**src/verilog/dlt_pkg.sv**
```systemverilog
// Shared constants for the lane timing pair: line codes, time figures, cycle counts.
// Assumes a 100 MHz system clock on both ends.
package dlt_pkg;
    // ------------------------------------------------------------
    // Clock and unit interval
    // ------------------------------------------------------------
    localparam int CLK_PS = 10000;
    localparam int PCLK_KHZ = 75000;
    localparam int UI_PS = 1000000000 / (12 * PCLK_KHZ); // RULE1

    function automatic int cyc_min(input int ps);
        int c;
        c = (ps + CLK_PS - 1) / CLK_PS;
        return (c < 1) ? 1 : c;
    endfunction

    function automatic int cyc_max(input int ps);
        int c;
        c = ps / CLK_PS;
        return (c < 1) ? 1 : c;
    endfunction

    // ------------------------------------------------------------
    // Line states and framing
    // ------------------------------------------------------------
    localparam logic [1:0] LP11 = 2'h3;
    localparam logic [1:0] LP01 = 2'h1;
    localparam logic [1:0] LP10 = 2'h2;
    localparam logic [1:0] LP00 = 2'h0;
    localparam logic [7:0] SYNC_BYTE = 8'hb8;
    localparam int LANE_W = 8;
    localparam int LANES = 2;

    // ------------------------------------------------------------
    // Time figures
    // ------------------------------------------------------------
    localparam int T_LPX_NS = 50;
    localparam int T_CPREP_MIN_NS = 38;
    localparam int T_CPREP_MAX_NS = 95;
    localparam int T_CPZ_NS = 300;
    localparam int T_CPRE_UI = 8;
    localparam int T_CPOST_NS = 60;
    localparam int T_CPOST_UI = 52;
    localparam int T_CTRAIL_NS = 60;
    localparam int T_DPREP_NS = 40;
    localparam int T_DPREP_UI = 4;
    localparam int T_DPREP_MAX_NS = 85;
    localparam int T_DPREP_MAX_UI = 6;
    localparam int T_DPZ_NS = 145;
    localparam int T_DPZ_UI = 10;
    localparam int T_TRAIL_NS = 60;
    localparam int T_TRAIL_UI = 4;
    localparam int T_EOT_NS = 105;
    localparam int T_EOT_UI = 12;
    localparam int T_EXIT_NS = 100;
    localparam int T_WAKE_MS = 1;
    localparam int T_CSETTLE_NS = 95;
    localparam int T_DSETTLE_NS = 85;
    localparam int T_DSETTLE_UI = 6;

    // ------------------------------------------------------------
    // Cycle counts
    // ------------------------------------------------------------
    localparam int LPX_CYC = cyc_min(T_LPX_NS * 1000);
    localparam int CPREP_CYC = cyc_min(T_CPREP_MIN_NS * 1000);
    localparam int CPREP_MAX_CYC = cyc_max(T_CPREP_MAX_NS * 1000);
    localparam int CZERO_CYC = cyc_min(T_CPZ_NS * 1000) - CPREP_CYC;
    localparam int CPRE_CYC = cyc_min(T_CPRE_UI * UI_PS);
    localparam int CPOST_CYC = cyc_min(T_CPOST_NS * 1000 + T_CPOST_UI * UI_PS);
    localparam int CTRAIL_CYC = cyc_min(T_CTRAIL_NS * 1000);
    localparam int DPREP_CYC = cyc_min(T_DPREP_NS * 1000 + T_DPREP_UI * UI_PS);
    localparam int DPREP_MAX_CYC = cyc_max(T_DPREP_MAX_NS * 1000 + T_DPREP_MAX_UI * UI_PS);
    localparam int DZERO_CYC = cyc_min(T_DPZ_NS * 1000 + T_DPZ_UI * UI_PS) - DPREP_CYC;
    localparam int TRAIL_CYC = cyc_min(T_TRAIL_NS * 1000 + T_TRAIL_UI * UI_PS);
    localparam int EOT_MAX_CYC = cyc_max(T_EOT_NS * 1000 + T_EOT_UI * UI_PS);
    localparam int EXIT_CYC = cyc_min(T_EXIT_NS * 1000);
    localparam int WAKE_CYC = cyc_min(T_WAKE_MS * 1000000000);
    localparam int CSETTLE_CYC = cyc_min(T_CSETTLE_NS * 1000);
    localparam int DSETTLE_CYC = cyc_min(T_DSETTLE_NS * 1000 + T_DSETTLE_UI * UI_PS);
endpackage

```
**src/verilog/dlt_lane_if.sv**
```systemverilog
// Lane wires between transmitting end and receiving end.
// Bench joins both modports; no clocking here.
`timescale 1ns/1ps
interface dlt_lane_if;
    logic [1:0] clk_lp;
    logic clk_hs_en;
    logic clk_hs;
    logic [1:0] d0_lp;
    logic [1:0] d1_lp;
    logic d_hs_en;
    logic [1:0] d_hs;
    logic clk_term;
    logic d_term;

    modport tx (
        output clk_lp, clk_hs_en, clk_hs, d0_lp, d1_lp, d_hs_en, d_hs
    );
    modport rx (
        input clk_lp, clk_hs_en, clk_hs, d0_lp, d1_lp, d_hs_en, d_hs,
        output clk_term, d_term
    );
endinterface

```
**src/verilog/dlt_tx.sv**
```systemverilog
// Transmitting end: sequences clock lane and two data lanes through LP/HS states.
// Assumes the receiving end on the lane interface; link clock made here by divider.
//
// Operation
// RULE1: Unit interval is one twelfth pixel period
// RULE2: Clock runs 60ns+52UI after data burst
// RULE3: Clock runs 8UI before data leaves LP
// RULE4: Clock prepare lasts 38 to 95 ns
// RULE5: Receiver ignores clock HS during settle window
// RULE6: Receiver terminates clock lane within 38 ns
// RULE7: Clock prepare plus zero at least 300ns
// RULE8: Receiver terminates data lane within 35ns+4UI
// RULE9: Every LP state held at least 50ns
// RULE10: Data prepare 40ns+4UI to 85ns+6UI
// RULE11: Receiver ignores data HS during settle window
// RULE12: LP-11 within 105ns+12UI of trail start
// RULE13: LP-11 held 100ns after each burst
// RULE14: ULPS wake-up recovery at least 1ms
// RULE15: Entry LP-11,01,00,HS-0; exit trail then LP-11
`timescale 1ns/1ps
module dlt_tx
    import dlt_pkg::*;
#(
    parameter int LINK_HALF = 8,
    parameter int WAKE_CNT = WAKE_CYC
) (
    // Clock and reset
    input wire logic clk_i,
    input wire logic rst_n_i,
    // Word stream in
    input wire logic in_valid_i,
    input wire logic [LANES*LANE_W-1:0] in_data_i,
    output logic in_ready_o,
    // Power control and status
    input wire logic ulps_req_i,
    output logic busy_o,
    output logic ulps_o,
    // Lanes
    dlt_lane_if.tx lane
);
    // ------------------------------------------------------------
    // Elaboration checks
    // ------------------------------------------------------------
    if (LINK_HALF < 4) $error("LINK_HALF too small");
    if (WAKE_CNT < 1 || WAKE_CNT > 131071) $error("WAKE_CNT out of range");
    if (CPREP_CYC > CPREP_MAX_CYC) $error("clock prepare too long");
    if (DPREP_CYC > DPREP_MAX_CYC) $error("data prepare too long");
    if (TRAIL_CYC > EOT_MAX_CYC) $error("trail too long");

    typedef enum logic [4:0] {
        ST_STOP = 5'h00, ST_CLP01 = 5'h01, ST_CLP00 = 5'h02, ST_CPREP = 5'h03,
        ST_CZERO = 5'h04, ST_CPRE = 5'h05, ST_DLP01 = 5'h06, ST_DLP00 = 5'h07,
        ST_DPREP = 5'h08, ST_DZERO = 5'h09, ST_DSEND = 5'h0a, ST_DTRAIL = 5'h0b,
        ST_CPOST = 5'h0c, ST_CTRAIL = 5'h0d, ST_EXIT = 5'h0e, ST_U10 = 5'h0f,
        ST_ULPS = 5'h10, ST_WAKE = 5'h11
    } dlt_tx_st_e;

    localparam int DW = LANES * LANE_W;

    dlt_tx_st_e st_q;
    logic [16:0] cnt_q;
    logic [7:0] div_q;
    logic tick_edge;
    logic tick_mid;
    logic done;
    logic [DW-1:0] buf_q [2];
    logic buf_wp_q;
    logic buf_rp_q;
    logic [1:0] buf_cnt_q;
    logic [1:0] buf_cnt_d;
    logic buf_valid;
    logic push;
    logic pop;
    logic [7:0] sh0_q;
    logic [7:0] sh1_q;
    logic [2:0] bit_q;
    logic last_q;
    logic [1:0] d_hs_q;
    logic clk_hs_q;
    logic clk_run;
    logic [1:0] clk_lp_q;
    logic [1:0] d_lp_q;
    logic clk_en_q;
    logic d_en_q;
    logic busy_q;
    logic ulps_q;

    function automatic logic [16:0] ld(input int n);
        return 17'(n - 1);
    endfunction

    // ------------------------------------------------------------
    // Two-entry word buffer
    // ------------------------------------------------------------
    assign buf_valid = (buf_cnt_q != 2'h0);
    assign push = in_valid_i & in_ready_o;
    assign pop = (st_q == ST_DSEND) & tick_mid & (bit_q == 3'h7) & buf_valid;
    assign buf_cnt_d = buf_cnt_q + 2'(push) - 2'(pop);

    always_ff @(posedge clk_i or negedge rst_n_i) begin
        if (!rst_n_i) begin
            buf_cnt_q <= 2'h0;
            buf_wp_q <= 1'b0;
            buf_rp_q <= 1'b0;
            in_ready_o <= 1'b0;
        end else begin
            buf_cnt_q <= buf_cnt_d;
            in_ready_o <= (buf_cnt_d != 2'h2);
            if (push) begin
                buf_wp_q <= ~buf_wp_q;
            end
            if (pop) begin
                buf_rp_q <= ~buf_rp_q;
            end
        end
    end

    always_ff @(posedge clk_i) begin
        if (push) begin
            buf_q[buf_wp_q] <= in_data_i;
        end
    end

    // ------------------------------------------------------------
    // Link clock divider
    // ------------------------------------------------------------
    assign tick_edge = (div_q == 8'(LINK_HALF - 1));
    assign tick_mid = (div_q == 8'(LINK_HALF / 2 - 1));
    assign clk_run = st_q inside {ST_CPRE, ST_DLP01, ST_DLP00, ST_DPREP,
                                  ST_DZERO, ST_DSEND, ST_DTRAIL, ST_CPOST};

    always_ff @(posedge clk_i or negedge rst_n_i) begin
        if (!rst_n_i) begin
            div_q <= 8'h00;
            clk_hs_q <= 1'b0;
        end else begin
            div_q <= tick_edge ? 8'h00 : div_q + 8'h01;
            if (!clk_run) begin
                clk_hs_q <= 1'b0;
            end else if (tick_edge) begin
                clk_hs_q <= ~clk_hs_q;
            end
        end
    end

    // ------------------------------------------------------------
    // Lane sequencer
    // ------------------------------------------------------------
    assign done = (cnt_q == 17'h00000);

    always_ff @(posedge clk_i or negedge rst_n_i) begin
        if (!rst_n_i) begin
            st_q <= ST_STOP;
            cnt_q <= 17'h00000;
        end else begin
            if (!done) begin
                cnt_q <= cnt_q - 17'h00001;
            end
            unique case (st_q)
                ST_STOP: if (done) begin // RULE13
                    if (ulps_req_i) begin
                        st_q <= ST_U10;
                        cnt_q <= ld(LPX_CYC);
                    end else if (buf_valid) begin
                        st_q <= ST_CLP01; // RULE15
                        cnt_q <= ld(LPX_CYC); // RULE9
                    end
                end
                ST_CLP01: if (done) begin
                    st_q <= ST_CLP00;
                    cnt_q <= ld(LPX_CYC); // RULE9
                end
                ST_CLP00: if (done) begin
                    st_q <= ST_CPREP;
                    cnt_q <= ld(CPREP_CYC); // RULE4
                end
                ST_CPREP: if (done) begin
                    st_q <= ST_CZERO;
                    cnt_q <= ld(CZERO_CYC); // RULE7
                end
                ST_CZERO: if (done) begin
                    st_q <= ST_CPRE;
                    cnt_q <= ld(CPRE_CYC + 2 * LINK_HALF); // RULE3
                end
                ST_CPRE: if (done) begin
                    st_q <= ST_DLP01;
                    cnt_q <= ld(LPX_CYC);
                end
                ST_DLP01: if (done) begin
                    st_q <= ST_DLP00;
                    cnt_q <= ld(LPX_CYC);
                end
                ST_DLP00: if (done) begin
                    st_q <= ST_DPREP;
                    cnt_q <= ld(DPREP_CYC); // RULE10
                end
                ST_DPREP: if (done) begin
                    st_q <= ST_DZERO;
                    cnt_q <= ld(DZERO_CYC);
                end
                ST_DZERO: if (done && tick_mid) begin
                    st_q <= ST_DSEND;
                end
                ST_DSEND: if (tick_mid && last_q) begin
                    st_q <= ST_DTRAIL;
                    cnt_q <= ld(TRAIL_CYC); // RULE12
                end
                ST_DTRAIL: if (done) begin
                    st_q <= ST_CPOST; // RULE15
                    cnt_q <= ld(CPOST_CYC); // RULE2
                end
                ST_CPOST: if (done) begin
                    st_q <= ST_CTRAIL;
                    cnt_q <= ld(CTRAIL_CYC);
                end
                ST_CTRAIL: if (done) begin
                    st_q <= ST_EXIT;
                    cnt_q <= ld(EXIT_CYC); // RULE13
                end
                ST_EXIT: if (done) begin
                    st_q <= ST_STOP;
                end
                ST_U10: if (done) begin
                    st_q <= ST_ULPS;
                    cnt_q <= ld(LPX_CYC);
                end
                ST_ULPS: if (done && !ulps_req_i) begin
                    st_q <= ST_WAKE;
                    cnt_q <= ld(WAKE_CNT); // RULE14
                end
                ST_WAKE: if (done) begin
                    st_q <= ST_EXIT;
                    cnt_q <= ld(EXIT_CYC);
                end
                default: begin
                    st_q <= ST_STOP;
                end
            endcase
        end
    end

    // ------------------------------------------------------------
    // Serializer, low byte on lane 0, LSB first
    // ------------------------------------------------------------
    always_ff @(posedge clk_i or negedge rst_n_i) begin
        if (!rst_n_i) begin
            sh0_q <= 8'h00;
            sh1_q <= 8'h00;
            bit_q <= 3'h0;
            last_q <= 1'b0;
            d_hs_q <= 2'h0;
        end else if (st_q == ST_DZERO) begin
            sh0_q <= SYNC_BYTE;
            sh1_q <= SYNC_BYTE;
            bit_q <= 3'h0;
            last_q <= 1'b0;
            d_hs_q <= 2'h0;
        end else if (st_q == ST_DSEND && tick_mid) begin
            if (last_q) begin
                d_hs_q <= ~d_hs_q; // RULE15
            end else begin
                d_hs_q <= {sh1_q[0], sh0_q[0]};
                bit_q <= bit_q + 3'h1;
                if (bit_q == 3'h7) begin
                    last_q <= ~buf_valid;
                    sh0_q <= buf_q[buf_rp_q][LANE_W-1:0];
                    sh1_q <= buf_q[buf_rp_q][DW-1:LANE_W];
                end else begin
                    sh0_q <= {1'b0, sh0_q[7:1]};
                    sh1_q <= {1'b0, sh1_q[7:1]};
                end
            end
        end else if (st_q != ST_DSEND && st_q != ST_DTRAIL) begin
            d_hs_q <= 2'h0;
        end
    end

    // ------------------------------------------------------------
    // Line drive
    // ------------------------------------------------------------
    always_ff @(posedge clk_i or negedge rst_n_i) begin
        if (!rst_n_i) begin
            clk_lp_q <= LP11;
            d_lp_q <= LP11;
            clk_en_q <= 1'b0;
            d_en_q <= 1'b0;
            busy_q <= 1'b0;
            ulps_q <= 1'b0;
        end else begin
            clk_lp_q <= (st_q == ST_CLP01) ? LP01 :
                        (st_q inside {ST_U10, ST_WAKE}) ? LP10 :
                        (st_q inside {ST_STOP, ST_EXIT}) ? LP11 : LP00;
            d_lp_q <= (st_q == ST_DLP01) ? LP01 :
                      (st_q inside {ST_U10, ST_WAKE}) ? LP10 :
                      (st_q inside {ST_DLP00, ST_DPREP, ST_DZERO, ST_DSEND,
                                    ST_DTRAIL, ST_ULPS}) ? LP00 : LP11;
            clk_en_q <= st_q inside {ST_CPREP, ST_CZERO, ST_CPRE, ST_DLP01, ST_DLP00,
                                     ST_DPREP, ST_DZERO, ST_DSEND, ST_DTRAIL,
                                     ST_CPOST, ST_CTRAIL};
            d_en_q <= st_q inside {ST_DPREP, ST_DZERO, ST_DSEND, ST_DTRAIL};
            busy_q <= (st_q != ST_STOP);
            ulps_q <= (st_q == ST_ULPS);
        end
    end

    assign busy_o = busy_q;
    assign ulps_o = ulps_q;
    assign lane.clk_lp = clk_lp_q;
    assign lane.clk_hs_en = clk_en_q;
    assign lane.clk_hs = clk_hs_q;
    assign lane.d0_lp = d_lp_q;
    assign lane.d1_lp = d_lp_q;
    assign lane.d_hs_en = d_en_q;
    assign lane.d_hs = d_hs_q;
endmodule // dlt_tx

```
**src/flat_wrapper.sv**
```systemverilog
// flat-port wrapper written by rule: the top's interface ports become plain ports
module dlt_tx_flat import dlt_pkg::*;
#(
    parameter int LINK_HALF = 8,
    parameter int WAKE_CNT = WAKE_CYC
)
  (clk_i, rst_n_i, in_valid_i, in_data_i, in_ready_o, ulps_req_i, busy_o, ulps_o, lane_clk_lp, lane_clk_hs_en, lane_clk_hs, lane_d0_lp, lane_d1_lp, lane_d_hs_en, lane_d_hs);
  dlt_lane_if lane_i ();
  input wire logic clk_i;
  input wire logic rst_n_i;
  input wire logic in_valid_i;
  input wire logic [LANES*LANE_W-1:0] in_data_i;
  output logic in_ready_o;
  input wire logic ulps_req_i;
  output logic busy_o;
  output logic ulps_o;
  output wire logic [$bits(lane_i.clk_lp)-1:0] lane_clk_lp;
  output wire logic [$bits(lane_i.clk_hs_en)-1:0] lane_clk_hs_en;
  output wire logic [$bits(lane_i.clk_hs)-1:0] lane_clk_hs;
  output wire logic [$bits(lane_i.d0_lp)-1:0] lane_d0_lp;
  output wire logic [$bits(lane_i.d1_lp)-1:0] lane_d1_lp;
  output wire logic [$bits(lane_i.d_hs_en)-1:0] lane_d_hs_en;
  output wire logic [$bits(lane_i.d_hs)-1:0] lane_d_hs;
  assign lane_clk_lp = lane_i.clk_lp;
  assign lane_clk_hs_en = lane_i.clk_hs_en;
  assign lane_clk_hs = lane_i.clk_hs;
  assign lane_d0_lp = lane_i.d0_lp;
  assign lane_d1_lp = lane_i.d1_lp;
  assign lane_d_hs_en = lane_i.d_hs_en;
  assign lane_d_hs = lane_i.d_hs;
  dlt_tx #(.LINK_HALF(LINK_HALF), .WAKE_CNT(WAKE_CNT)) u_core (.clk_i(clk_i), .rst_n_i(rst_n_i), .in_valid_i(in_valid_i), .in_data_i(in_data_i), .in_ready_o(in_ready_o), .ulps_req_i(ulps_req_i), .busy_o(busy_o), .ulps_o(ulps_o), .lane(lane_i));
endmodule
```
**config.mk**
```make
export PLATFORM = sky130hd
export DESIGN_NAME = dlt_tx_flat
export DESIGN_NICKNAME = d
export VERILOG_FILES = /design/src/verilog/dlt_pkg.sv /design/src/verilog/dlt_lane_if.sv /design/src/verilog/dlt_tx.sv /design/src/flat_wrapper.sv
export SDC_FILE = /design/constraint.sdc
export NUM_CORES = 1
export LEC_CHECK = 0
export ABC_AREA = 1
export BUFFER_PORTS_ARGS = -buffer_cell sky130_fd_sc_hd__buf_2
export CORE_UTILIZATION = 60
export DETAILED_ROUTE_END_ITERATION = 6
export PLACE_DENSITY = 0.79
export SLEW_MARGIN = 20
export SYNTH_ARGS = -nofsm -noshare
export SYNTH_HDL_FRONTEND = slang
export SYNTH_SLANG_ARGS = --single-unit
```
**constraint.sdc**
```tcl
create_clock -name clk_i -period 2.8 [get_ports clk_i]
set_input_delay 0.56 -clock clk_i [delete_from_list [all_inputs] [get_ports clk_i]]
set_output_delay 0.56 -clock clk_i [all_outputs]
set_load 0.01 [all_outputs]
```
Word-level counts from Yosys, hierarchy flattened
Memories as Yosys holds them, arrays and structs flattened. Cells that the tools add are included.

Bits in registers: 66. RAM bits: 32. Input port bits: 20. Output and inout bits: 14. Memories kept: 1.

Memories: u_core.buf_q (depth 2, bits a word 16, read ports 1, clocked after Yosys merged registers in 0, write ports 1, RTL line dlt_tx.sv:66) `logic [DW-1:0] buf_q [2];`.

Add/sub/neg operators: 5. Equal/unequal tests: 43. Multiplexer cells: 65. Bitwise operators: 9. Reduce and logical (&&, ||, !) cells: 22.

Operator list (count): 17-bit 2-to-1 mux (14); 17-bit one-hot mux with 11 select lines (1); 5-bit 2-to-1 mux (19); 5-bit one-hot mux with 17 select lines (1); 8-bit 2-to-1 mux (9); 5-bit by 4-bit equality test with 1-bit output, second input constant (8); 2-bit by 1-bit != test with 1-bit output, second input constant (18); 5-bit by 3-bit equality test with 1-bit output, second input constant (4); 2-bit 2-to-1 mux (10); 18-bit AND reduction (1); 17-bit logical NOT (1); 17-bit by 1-bit subtractor with 17-bit output, second input constant (1); 11-bit nonzero test (1); 5-bit by 2-bit equality test with 1-bit output, second input constant (2); 5-bit equality test, second input constant (2); 5-bit by 4-bit != test with 1-bit output, second input constant (2); 3-bit 2-to-1 mux (3); 8-bit by 1-bit adder with 8-bit output, second input constant (1); 8-bit by 2-bit equality test with 1-bit output, second input constant (1); 8-bit by 3-bit equality test with 1-bit output, second input constant (1); 1-bit 2-to-1 mux (8); 2-bit nonzero test (4); 8-bit nonzero test (1); 6-bit nonzero test (1); other kinds (19) (30).

Logic depth before layout (Yosys ltp)
Gate-level depths: netlist of the first run.

Word-level depth: 6. Depth in mapped cells: 15. Depth with buffers taken out: 14.

Worst setup path before layout of the first run
OpenSTA, ideal clock, no wires.

Kind: reg2reg. From: register u_core.bit_q[0]. To: register u_core.in_ready_o. Setup time: 0.127 ns. Arrival: 1.970 ns. Required time: 2.673 ns. Setup slack: 0.702 ns. Cell stages (with the launch flop): 9. Path buffers: 0. Clock period less this slack: 2.098 ns. Cells stage by stage: dfrtp_1 > ha_1 > ha_1 > clkinv_1 > nor3_2 > ha_1 > inv_1 > ha_1 > or2_2.

Cells in the longest elaborated chain, start to end: 5.

Ends and longest elaborated chain: start: declaration (RTL line dlt_tx.sv:76) `logic [2:0] bit_q;`; start signal: assignment (RTL line dlt_tx.sv:263) `bit_q <= bit_q + 3'h1;`; 3-bit equality test (RTL line dlt_tx.sv:97) `assign pop = (st_q == ST_DSEND) & tick_mid & (bit_q == 3'h7) & buf_valid;`; 1-bit bitwise AND (2 in a row) (RTL line dlt_tx.sv:97); net u_core.pop (RTL line dlt_tx.sv:73) `logic pop;`; 2-bit by 1-bit subtractor with 2-bit output (RTL line dlt_tx.sv:98) `assign buf_cnt_d = buf_cnt_q + 2'(push) - 2'(pop);`; net u_core.buf_cnt_d[0] (RTL line dlt_tx.sv:70) `logic [1:0] buf_cnt_d;`; 2-bit != test (RTL line dlt_tx.sv:108) `in_ready_o <= (buf_cnt_d != 2'h2);`; end signal: assignment (RTL line dlt_tx.sv:108); end: declaration (RTL line dlt_tx.sv:33) `output logic in_ready_o,`.

The timed path passes the listed nets, and every way through them passes these cells. A chain may end at the register's enable or synchronous reset.

Worst setup path in the final report of the first run
From: register u_core.cnt_q[0]. To: register u_core.st_q[0].

Cells in the longest elaborated chain, start to end: 4.

Ends and longest elaborated chain: start: declaration (RTL line dlt_tx.sv:61) `logic [16:0] cnt_q;`; start signal: assignment (RTL line dlt_tx.sv:157) `cnt_q <= cnt_q - 17'h00001;`; start signal: assignment (RTL line dlt_tx.sv:163) `cnt_q <= ld(LPX_CYC);`; start signal: assignment (RTL line dlt_tx.sv:166) `cnt_q <= ld(LPX_CYC);`; 17-bit logical NOT * (RTL line dlt_tx.sv:149) `assign done = (cnt_q == 17'h00000);`; 1-bit logical AND, on equally long branches (RTL line dlt_tx.sv:201, dlt_tx.sv:227); 2-bit by 1-bit != test with 1-bit output (no line); 18-bit AND reduction (no line) *; end signal: assignment (RTL line dlt_tx.sv:153) `st_q <= ST_STOP;`; end signal: assignment (RTL line dlt_tx.sv:202) `st_q <= ST_DSEND;`; end signal: assignment (RTL line dlt_tx.sv:205) `st_q <= ST_DTRAIL;`; end: declaration (RTL line dlt_tx.sv:60) `dlt_tx_st_e st_q;`.

Mark *: on every way between the ends. The rest lies on a longest branch, timed or not.

==> metrics.md, run 1 <==
| Metric | Value |
|---|---|
| Post-cts sizing count | 0 |
| Asr flop ratio synth | 67.3% |
| Clk_skew | 0.0152 ns |
| Final setup vio count | 0 |
| Final period util | 84.7% |
| Clock sinks | 98 |
| Die H | 93.2 um |
| Io pins | 34 |
| Leak | 2.51 nW |
| Commonest non-fill, non-tap cell in the layout | nand2_1 |
| Pwr Density | 442 nW/um2 |
| Crit path DAT | 2.63 ns |
| Clock root buffer | clkbuf_8 |
| Detailed-route wire length per cell | 15.0 um |
| Initial antenna violation count | 0 |
| Area Overhead vs Synth | 9.33% |
| Row count | 32 |
| Commonest non-fill, non-tap cells in the layout | 136 x nand2_1, 80 x nor2_1, 62 x dfrtp_1 |
| Layout cells sized above 1 | 16.1% |
| Max_cap viols | 0 |
| CP Launch Type | flip-flop |
| Hold Slack | 0.290 ns |
| Drt pass-1 iters | 4 |
| CTS buffer count | 9 |
| CTS tree | yes |
| CTS clk-pin slew, worst paths | 0.11 ns |
| Status | complete, no violations |
| Reg-to-Reg Start | u_core.cnt_q[0]$_DFF_PN0_ |
| Reg-to-reg endpoint | u_core.st_q[0]$_DFFE_PN0P_ |
| DRC viols | 0 |
| Worst IR Drop VDD | 358 uV |
| Largest net degree at the start of global routing | 39 |
| Synth unique cells | 38 |
| Final instance area | 5460 um2 |
| Max-Slew Margin vs Limit | 43.6% |
| YS warnings | 0 |
| R2r setup slk | 0.43 ns |
| Post-CTS setup buffer count | 0 |
| Placed cell areas | 5270 um2 |
| Antenna Nets Post-Route | 0 |
| Via count | 4059 |
| Post-detailed-routing wire length | 11000 um |
| Hold_buf cts | 0 |
| Element type at the critical path end | flip-flop |
| CTS max path bufs | 2 |
| Number of synthesized flops with an enable pin | 32 |
| Vias in the first global route | 4002 |
| Min Tclk post-route | 2.37 ns |
| Clock latency on the worst-skew pair | 0.37 ns |
| Cell count after placement | 715 |
| Synth Cell Area | 4990 um2 |
| Seq cells post-synth | 98 |
| H-tree Lvls | 3 |
| Cells after synthesis | 585 |
| RSZ-0062 raised after global routing | false |
| Critical path class | reg -> reg |
| Number of DRC markers in iteration 0 | 242 |
| Core area | 7890 um2 |
| FMAX | 0.422 GHz |
| Gr usage total | 27.6% |
| Setup crit end | u_core.st_q[0]$_DFFE_PN0P_ |
| Hpwl dp | 8080 um |
| Nets | 653 |
| Reg2Reg Depth | 13 |
| Final Util | 69.2% |
| Crit path from | u_core.cnt_q[0]$_DFF_PN0_ |
| Syn_area_per_cell | 8.53 um2 |
| Full die area | 8690 um2 |
| Final Hold Fails | 0 |
| Worst EP required | 3.06 ns |
| Port bufs | 33 |
| Hold crit path type | in -> async |
| Via/cell ratio | 5.55 |
| Ant diodes | 0 |
| CP max FO | 14 |
| Fin cells | 731 |
| Syn_nets | 614 |
| Initial core utilization | 63.3% |
| Top FF cell, synth | dfrtp_1 |
| Least-Margin Pin Slew | 0.846 ns |
| Register area share after synthesis | 52.4% |
| Global route total overflow | 0 |
| First-pass GRT wire length | 18600 um |
| Max Transition Viols Final | 0 |
| RePlAce Congestion | 0.917 |
| DIE WIDTH | 93.2 um |
| Sum of negative setup slack | 0 ns |
[worst min-delay path by stage]
| stage | from | to | cells past startpoint | slack (ns) |
|---|---|---|---|---|
| final | rst_n_i | u_core.div_q[3]$_DFF_PN0_ | 1 | 0.29 |
| after CTS | rst_n_i | u_core.div_q[3]$_DFF_PN0_ | 1 | 0.31 |
| after detailed placement | u_core.div_q[0]$_DFF_PN0_ | u_core.div_q[0]$_DFF_PN0_ | 1 | 0.46 |
| after global routing | rst_n_i | u_core.div_q[5]$_DFF_PN0_ | 1 | 0.34 |
| after floorplan | rst_n_i | u_core.bit_q[0]$_DFFE_PN0P_ | 0 | 0.26 |
| after global placement | u_core.div_q[0]$_DFF_PN0_ | u_core.div_q[0]$_DFF_PN0_ | 1 | 0.45 |
[per-layer routing]
metal | track usage (%) | wire length, um | part of all wire, % | vias to the layer above
met5 | 0 | 0 | 0 | -
met4 | 8.46 | 252 | 2.3 | 0
met3 | 4.72 | 614 | 5.6 | 26
met2 | 48.8 | 5590 | 51 | 145
met1 | 34.7 | 4510 | 41 | 1893
li1 | - | - | - | 1995
[cell usage after synthesis (4+ instances only)]
cell type | n | share of area (%)
a21oi_1 | 30 | 3.0
a31oi_1 | 6 | 0.75
clkbuf_1 | 5 | 0.38
dfrtp_1 | 62 | 31
dfstp_2 | 4 | 2.1
edfxtp_1 | 32 | 19
ha_1 | 9 | 2.3
inv_1 | 48 | 3.6
inv_2 | 10 | 0.75
nand2_1 | 136 | 10
nand2_2 | 9 | 1.1
nand3_1 | 48 | 4.8
nand3b_1 | 5 | 0.75
nand4_1 | 5 | 0.63
nor2_1 | 80 | 6.0
nor2_2 | 10 | 1.3
nor2_4 | 6 | 1.4
nor3_1 | 5 | 0.50
o21ai_0 | 25 | 2.5
o21ai_1 | 6 | 0.60
o22ai_1 | 4 | 0.50
xnor2_1 | 7 | 1.2
xor2_1 | 10 | 1.8
[cell type report]
cell class	instances	area, um2
tap	102	128
timing repair buffer	39	210
fill	607	2430
sequential	98	2620
multi-input combinational	417	2090
clock inverter	6	62.6
clock buffer	10	128
inverter	59	221
[cell families (layout without fill, tap and decap cells)]
family | Yosys count | after routing | share of synthesized area (%)
AND/OR/NAND/NOR | 313 | 313 | 28.1
flip-flops | 98 | 98 | 52.4
AO/OA/AOI/OAI | 78 | 78 | 8.50
buffers and inverters | 70 | 114 | 5.69
XOR/XNOR | 17 | 17 | 2.98
adder cells (fa/ha/maj) | 9 | 9 | 2.26
[worst max-delay path, cell delays in order (launching register included)]
cell,delay (ns)
dfrtp_1,0.40
inv_1,0.16
ha_1,0.18
inv_1,0.05
nor2_1,0.18
inv_1,0.08
nor2_2,0.20
nand2_2,0.22
nand2_1,0.16
nand3_1,0.13
nor2_2,0.24
nand2_2,0.13
nand2_1,0.09
nand2_1,0.05
[sequential cells by signal, summed over array words and instances, names as in the netlist, 3 cells and up]
register      count
u_core.buf_q     32
u_core.div_q      8
u_core.st_q       5
u_core.cnt_q     17
u_core.sh0_q      8
u_core.sh1_q      8
u_core.bit_q      3
[metrics by stage]
step	setup slack [ns]	total power [mW]
after global routing	0.178	2.49
after CTS	0.444	2.42
after global placement	0.487	1.55
final	0.429	2.41
after floorplan	0.702	1.51
after detailed placement	0.449	1.55
[power by group]
part | switching (mW) | internal, mW | leakage (nW)
Clock | 0.546 | 0.346 | 0.0957
Sequential | 0 | 1.48 | 1.12
Combinational | 0.0268 | 0.0125 | 1.29
Total | 0.572 | 1.84 | 2.51
(Power assumes the default switching activity.)
==> inputs of run 2 (changes only) <==
clock period = 2.45 ns   (was 2.8 ns; I/O delays follow)
==> run 2 against run 1 <==
  * Sequential power rose by 14%
  * Fmax is 4.0% higher
  * Wire length decreased by 2.3%
  * Critical path depth fell by 2
  * Highest routed layer unchanged
  * Clock skew down 0.0033 ns
  * First-iteration DRC count shrank 2.1%
  * Sequential share of layout area is 0.23 points lower
  * Global-route usage shrank 0.24 points
  * Via count about the same
  * Clock power rose by 14%
  * Critical path type unchanged
  * Sequential cell count is the same
==> metrics.md, run 2 (synthesis results as in run 1) <==
| Metric | Value |
|---|---|
| Status | complete, no violations |
| Commonest non-fill, non-tap cell in the layout | nand2_1 |
| Hold crit path type | in -> async |
| Min Tclk post-route | 2.28 ns |
| CTS tree | yes |
| Final setup vio count | 0 |
| Worst IR Drop VDD | 477 uV |
| Final Hold Fails | 0 |
| Critical path class | reg -> reg |
| Leak | 2.52 nW |
| Worst EP required | 2.71 ns |
| Nets | 655 |
| Clock sinks | 98 |
| CP max FO | 6 |
| Pwr Density | 502 nW/um2 |
| CTS max path bufs | 2 |
| Max_cap viols | 0 |
| First-pass GRT wire length | 18400 um |
| H-tree Lvls | 3 |
| Max reg flops | 32 |
| Post-cts sizing count | 0 |
| Layout cells sized above 1 | 16.5% |
| CP Launch Type | flip-flop |
| Global route total overflow | 0 |
| Max-Slew Margin vs Limit | 56.3% |
| Element type at the critical path end | flip-flop |
| Final period util | 93.0% |
| Sum of negative setup slack | 0 ns |
| Ant diodes | 0 |
| Max Transition Viols Final | 0 |
| Full die area | 8690 um2 |
| Least-Margin Pin Slew | 0.655 ns |
| Clock latency on the worst-skew pair | 0.37 ns |
| Final Util | 69.5% |
| Hpwl dp | 7920 um |
| CTS buffer count | 9 |
| CTS clk-pin slew, worst paths | 0.11 ns |
| Via count | 4058 |
| Clock root buffer | clkbuf_8 |
| Biggest regs | u_core.buf_q (32), u_core.cnt_q (17) |
| Clk_skew | 0.0119 ns |
| Layout fillers | 632 |
| Post-detailed-routing wire length | 10700 um |
| Detailed-route wire length per cell | 14.6 um |
| Initial core utilization | 63.3% |
| Most flops, register | u_core.buf_q |
| DRC viols | 0 |
| Antenna Nets Post-Route | 0 |
| Number of DRC markers in iteration 0 | 237 |
| Hold_buf cts | 0 |
| Die H | 93.2 um |
| Gr usage total | 27.4% |
| Largest net degree at the start of global routing | 67 |
| RSZ-0062 raised after global routing | false |
| FMAX | 0.439 GHz |
| DIE WIDTH | 93.2 um |
| Post-CTS setup buffer count | 0 |
| Commonest non-fill, non-tap cells in the layout | 136 x nand2_1, 80 x nor2_1, 62 x dfrtp_1 |
| Initial antenna violation count | 0 |
| RePlAce Congestion | 0.916 |
| Row count | 32 |
| Core area | 7890 um2 |
| Via/cell ratio | 5.54 |
| Crit path DAT | 2.54 ns |
| Port bufs | 33 |
| Io pins | 34 |
| Vias in the first global route | 4009 |
| Area Overhead vs Synth | 9.85% |
| Drt pass-1 iters | 5 |
==> run 2: worst paths after layout <==
| kind | endpoint | start | cells past startpoint | slack, ns |
|---|---|---|---|---|
| worst max-delay path | u_core.in_ready_o$_DFF_PN0_ | u_core.st_q[4]$_DFFE_PN0P_ | 11 | 0.17 |
| worst min-delay path | u_core.div_q[5]$_DFF_PN0_ | rst_n_i | 2 | 0.11 |
| worst max register to register | u_core.in_ready_o$_DFF_PN0_ | u_core.st_q[4]$_DFFE_PN0P_ | 11 | 0.17 |
| worst min register to register | u_core.div_q[0]$_DFF_PN0_ | u_core.div_q[0]$_DFF_PN0_ | 1 | 0.49 |
| max in group asynchronous | u_core.lane.clk_lp[0]$_DFF_PN1_ | rst_n_i | 2 | 2.03 |
| min in group clk_i | u_core.buf_q[1][9]$_DFFE_PP_ | in_data_i[9] | 1 | 0.30 |
==> run 2: metrics by stage <==
step	power (mW)	cells	cell area, um2	worst slack (ns)	hold slack, ns
detailed placement	1.77	717	5290	0.167	0.476
floorplan	1.73	585	4990	0.352	0.194
global placement	1.77	717	5290	0.249	0.444
finish	2.75	733	5480	0.171	0.110
CTS	2.78	733	5480	0.168	0.131
global route	2.85	733	5480	0.0102	0.144
==> run 2: critical path: stages, from the launching register on <==
cell and delay (ns):
dfrtp_1 0.46, inv_2 0.13, nand2_2 0.08, nor2_4 0.13
inv_2 0.07, nor2_4 0.14, nand2_2 0.13, nor3_2 0.20
ha_1 0.27, inv_1 0.06, ha_1 0.23, or2_2 0.29
==> run 2: power by group <==
group	internal, mW	leakage [nW]	switching, mW
Clock	0.400	0.100	0.618
Combinational	0.0156	1.30	0.0297
Sequential	1.69	1.12	0
Total	2.11	2.52	0.647
==> run 2: layout make-up <==
cell class | instances | area (um2) | share of cell area [%]
clock buffers | 9 | 124 | 2.26
clock inverters | 7 | 65.1 | 1.19
inverters | 59 | 221 | 4.04
multi-input cells | 417 | 2090 | 38.1
flip-flops and latches | 98 | 2620 | 47.7
well taps | 102 | 128 | 2.33
repair buffers | 41 | 238 | 4.34
==> run 2: layer usage <==
| layer | global-route usage [%] | part of all wire, % |
|---|---|---|
| met4 | 10.8 | 2.5 |
| met5 | 0 | 0 |
| met1 | 36.2 | 45 |
| met3 | 4.55 | 4.9 |
| met2 | 45.3 | 48 |
==> inputs of run 3 (changes only) <==
REMOVE_ABC_BUFFERS = 1   (was unset)
==> run 3 against run 2 <==
  * Sequential power about the same
  * Via count is 1.0% lower
  * Setup slack got worse by 0.0061 ns
  * Die area unchanged
  * First-iteration DRC count is 31% higher
  * Wire length decreased by 0.12%
  * Core utilization rose by 0.16 points
  * Critical path depth rose by 1
  * Critical endpoint unchanged
  * Largest cell class unchanged
  * Highest routed layer unchanged
==> metrics.md, run 3 (synthesis results as in run 1) <==
| Metric | Value |
|---|---|
| Crit path DAT | 2.55 ns |
| CTS tree | yes |
| R2r setup slk | 0.17 ns |
| Clock latency on the worst-skew pair | 0.37 ns |
| Least-Margin Pin Slew | 0.672 ns |
| Gr usage total | 26.9% |
| Area Overhead vs Synth | 10.1% |
| Reg-to-reg endpoint | u_core.in_ready_o$_DFF_PN0_ |
| Post-detailed-routing wire length | 10700 um |
| Post-Route M1 WL | 4940 um |
| Ant diodes | 0 |
| Routed length on met2 | 4920 um |
| Final setup vio count | 0 |
| Wire length on met3 | 634 um |
| Layout cells sized above 1 | 16.8% |
| Biggest regs | u_core.buf_q (32), u_core.cnt_q (17) |
| CP max FO | 6 |
| Element type at the critical path end | flip-flop |
| P_int | 2.10 mW |
| CTS buffer count | 9 |
| Combinational share of power | 1.7% |
| CTS clk-pin slew, worst paths | 0.11 ns |
| Initial core utilization | 63.3% |
| Via count | 4016 |
| Max-Slew Margin vs Limit | 55.2% |
| Reg2Reg Depth | 12 |
| Pre-CTS setup slack | 0.166 ns |
| Sw frac | 23.8% |
| Max reg flops | 32 |
| RSZ-0062 raised after global routing | false |
| CTS max path bufs | 2 |
| Row count | 32 |
| Hold_buf cts | 0 |
| Core area | 7890 um2 |
| Leak | 2.53 nW |
| Hold crit path type | in -> async |
| FMAX | 0.438 GHz |
| Post-cts sizing count | 0 |
| Worst IR Drop VDD | 428 uV |
| CP Launch Type | flip-flop |
| Die H | 93.2 um |
| Via/cell ratio | 5.47 |
| Final Util | 69.7% |
| Status | complete, no violations |
| DIE WIDTH | 93.2 um |
| Pwr Density | 502 nW/um2 |
| Clock power frac | 37.1% |
| Io pins | 34 |
| Commonest non-fill, non-tap cell in the layout | nand2_1 |
| Clk_skew | 0.0175 ns |
| Antenna Nets Post-Route | 0 |
| Port bufs | 33 |
| Most flops, register | u_core.buf_q |
| RePlAce Congestion | 0.902 |
| Switch Pwr | 0.656 mW |
| DRC viols | 0 |
| Max Transition Viols Final | 0 |
| Detailed-route wire length per cell | 14.6 um |
| Number of DRC markers in iteration 0 | 311 |
| Critical path class | reg -> reg |
| Flop pwr share | 61.2% |
| Worst EP required | 2.71 ns |
| Clock root buffer | clkbuf_8 |
| Initial antenna violation count | 0 |
| Reg-to-Reg Start | u_core.st_q[4]$_DFFE_PN0P_ |
| Final period util | 93.3% |
| Top sig layer | met4 |
| First-pass GRT wire length | 17900 um |
| Setup ws final | 0.165 ns |
| Post-CTS setup buffer count | 0 |
| Full die area | 8690 um2 |
| Final Hold Fails | 0 |
| Global route total overflow | 0 |
| Vias in the first global route | 3828 |
| H-tree Lvls | 3 |
| Largest net degree at the start of global routing | 38 |
| Drt pass-1 iters | 5 |
| Min Tclk post-route | 2.28 ns |
| Nets | 656 |
| Max_cap viols | 0 |
| Clock sinks | 98 |
| Hpwl dp | 7950 um |
| Commonest non-fill, non-tap cells in the layout | 136 x nand2_1, 79 x nor2_1, 62 x dfrtp_1 |
run 3: area by class of cell:
cell class / instances / area [um2]
flip-flops and latches: 98 / 2620
fillers: 619 / 2390
multi-input cells: 417 / 2090
repair buffers: 42 / 245
inverters: 59 / 221
well taps: 102 / 128
clock buffers: 9 / 124
clock inverters: 7 / 67.6
run 3: worst max path at each step:
| stage | startpoint | to | slack [ns] | cells after the start |
|---|---|---|---|---|
| final | u_core.st_q[4]$_DFFE_PN0P_ | u_core.in_ready_o$_DFF_PN0_ | 0.17 | 12 |
| after global routing | u_core.st_q[4]$_DFFE_PN0P_ | u_core.in_ready_o$_DFF_PN0_ | 0.005 | 11 |
| after CTS | u_core.div_q[0]$_DFF_PN0_ | u_core.in_ready_o$_DFF_PN0_ | 0.16 | 10 |
| after detailed placement | u_core.div_q[0]$_DFF_PN0_ | u_core.in_ready_o$_DFF_PN0_ | 0.17 | 10 |
| after global placement | u_core.st_q[4]$_DFFE_PN0P_ | u_core.in_ready_o$_DFF_PN0_ | 0.23 | 11 |
| after floorplan | u_core.bit_q[0]$_DFFE_PN0P_ | u_core.in_ready_o$_DFF_PN0_ | -0.01 | 8 |
run 3: power by group through the flow:
stage	logic (mW)	clock network (mW)	registers [mW]
after floorplan	0.00319	0	1.72
after global placement	0.0455	0	1.72
after detailed placement	0.0479	0	1.72
after CTS	0.0481	1.03	1.69
after global routing	0.0530	1.09	1.69
final	0.0463	1.02	1.69
run 3: per-layer routing:
metal | GRT usage, % | vias to the layer above
li1 | - | 2000
met1 | 38.0 | 1842
met2 | 42.2 | 153
met3 | 4.23 | 21
met4 | 9.87 | 0
met5 | 0 | -
run 3: stage by stage:
step                      cells  power (mW)  hold WS [ns]  cell area (um2)  TNS, ns
after CTS                   734        2.77         0.158             5490        0
after global routing        734        2.84         0.184             5500        0
after global placement      718        1.77         0.442             5300        0
after detailed placement    718        1.77         0.463             5300        0
after floorplan             574        1.73         0.194             4930  -0.0127
final                       734        2.76         0.135             5500        0
run 3: worst max-delay path, stage by stage, from the launching register on:
cell     delay [ns]
dfrtp_1        0.45
inv_2          0.13
nand2_2        0.08
nor2_4         0.13
inv_2          0.08
nor2_4         0.15
nand2_2        0.13
nor3_2         0.18
ha_1           0.16
inv_1          0.04
ha_1           0.19
xor2_1         0.17
or2_2          0.28
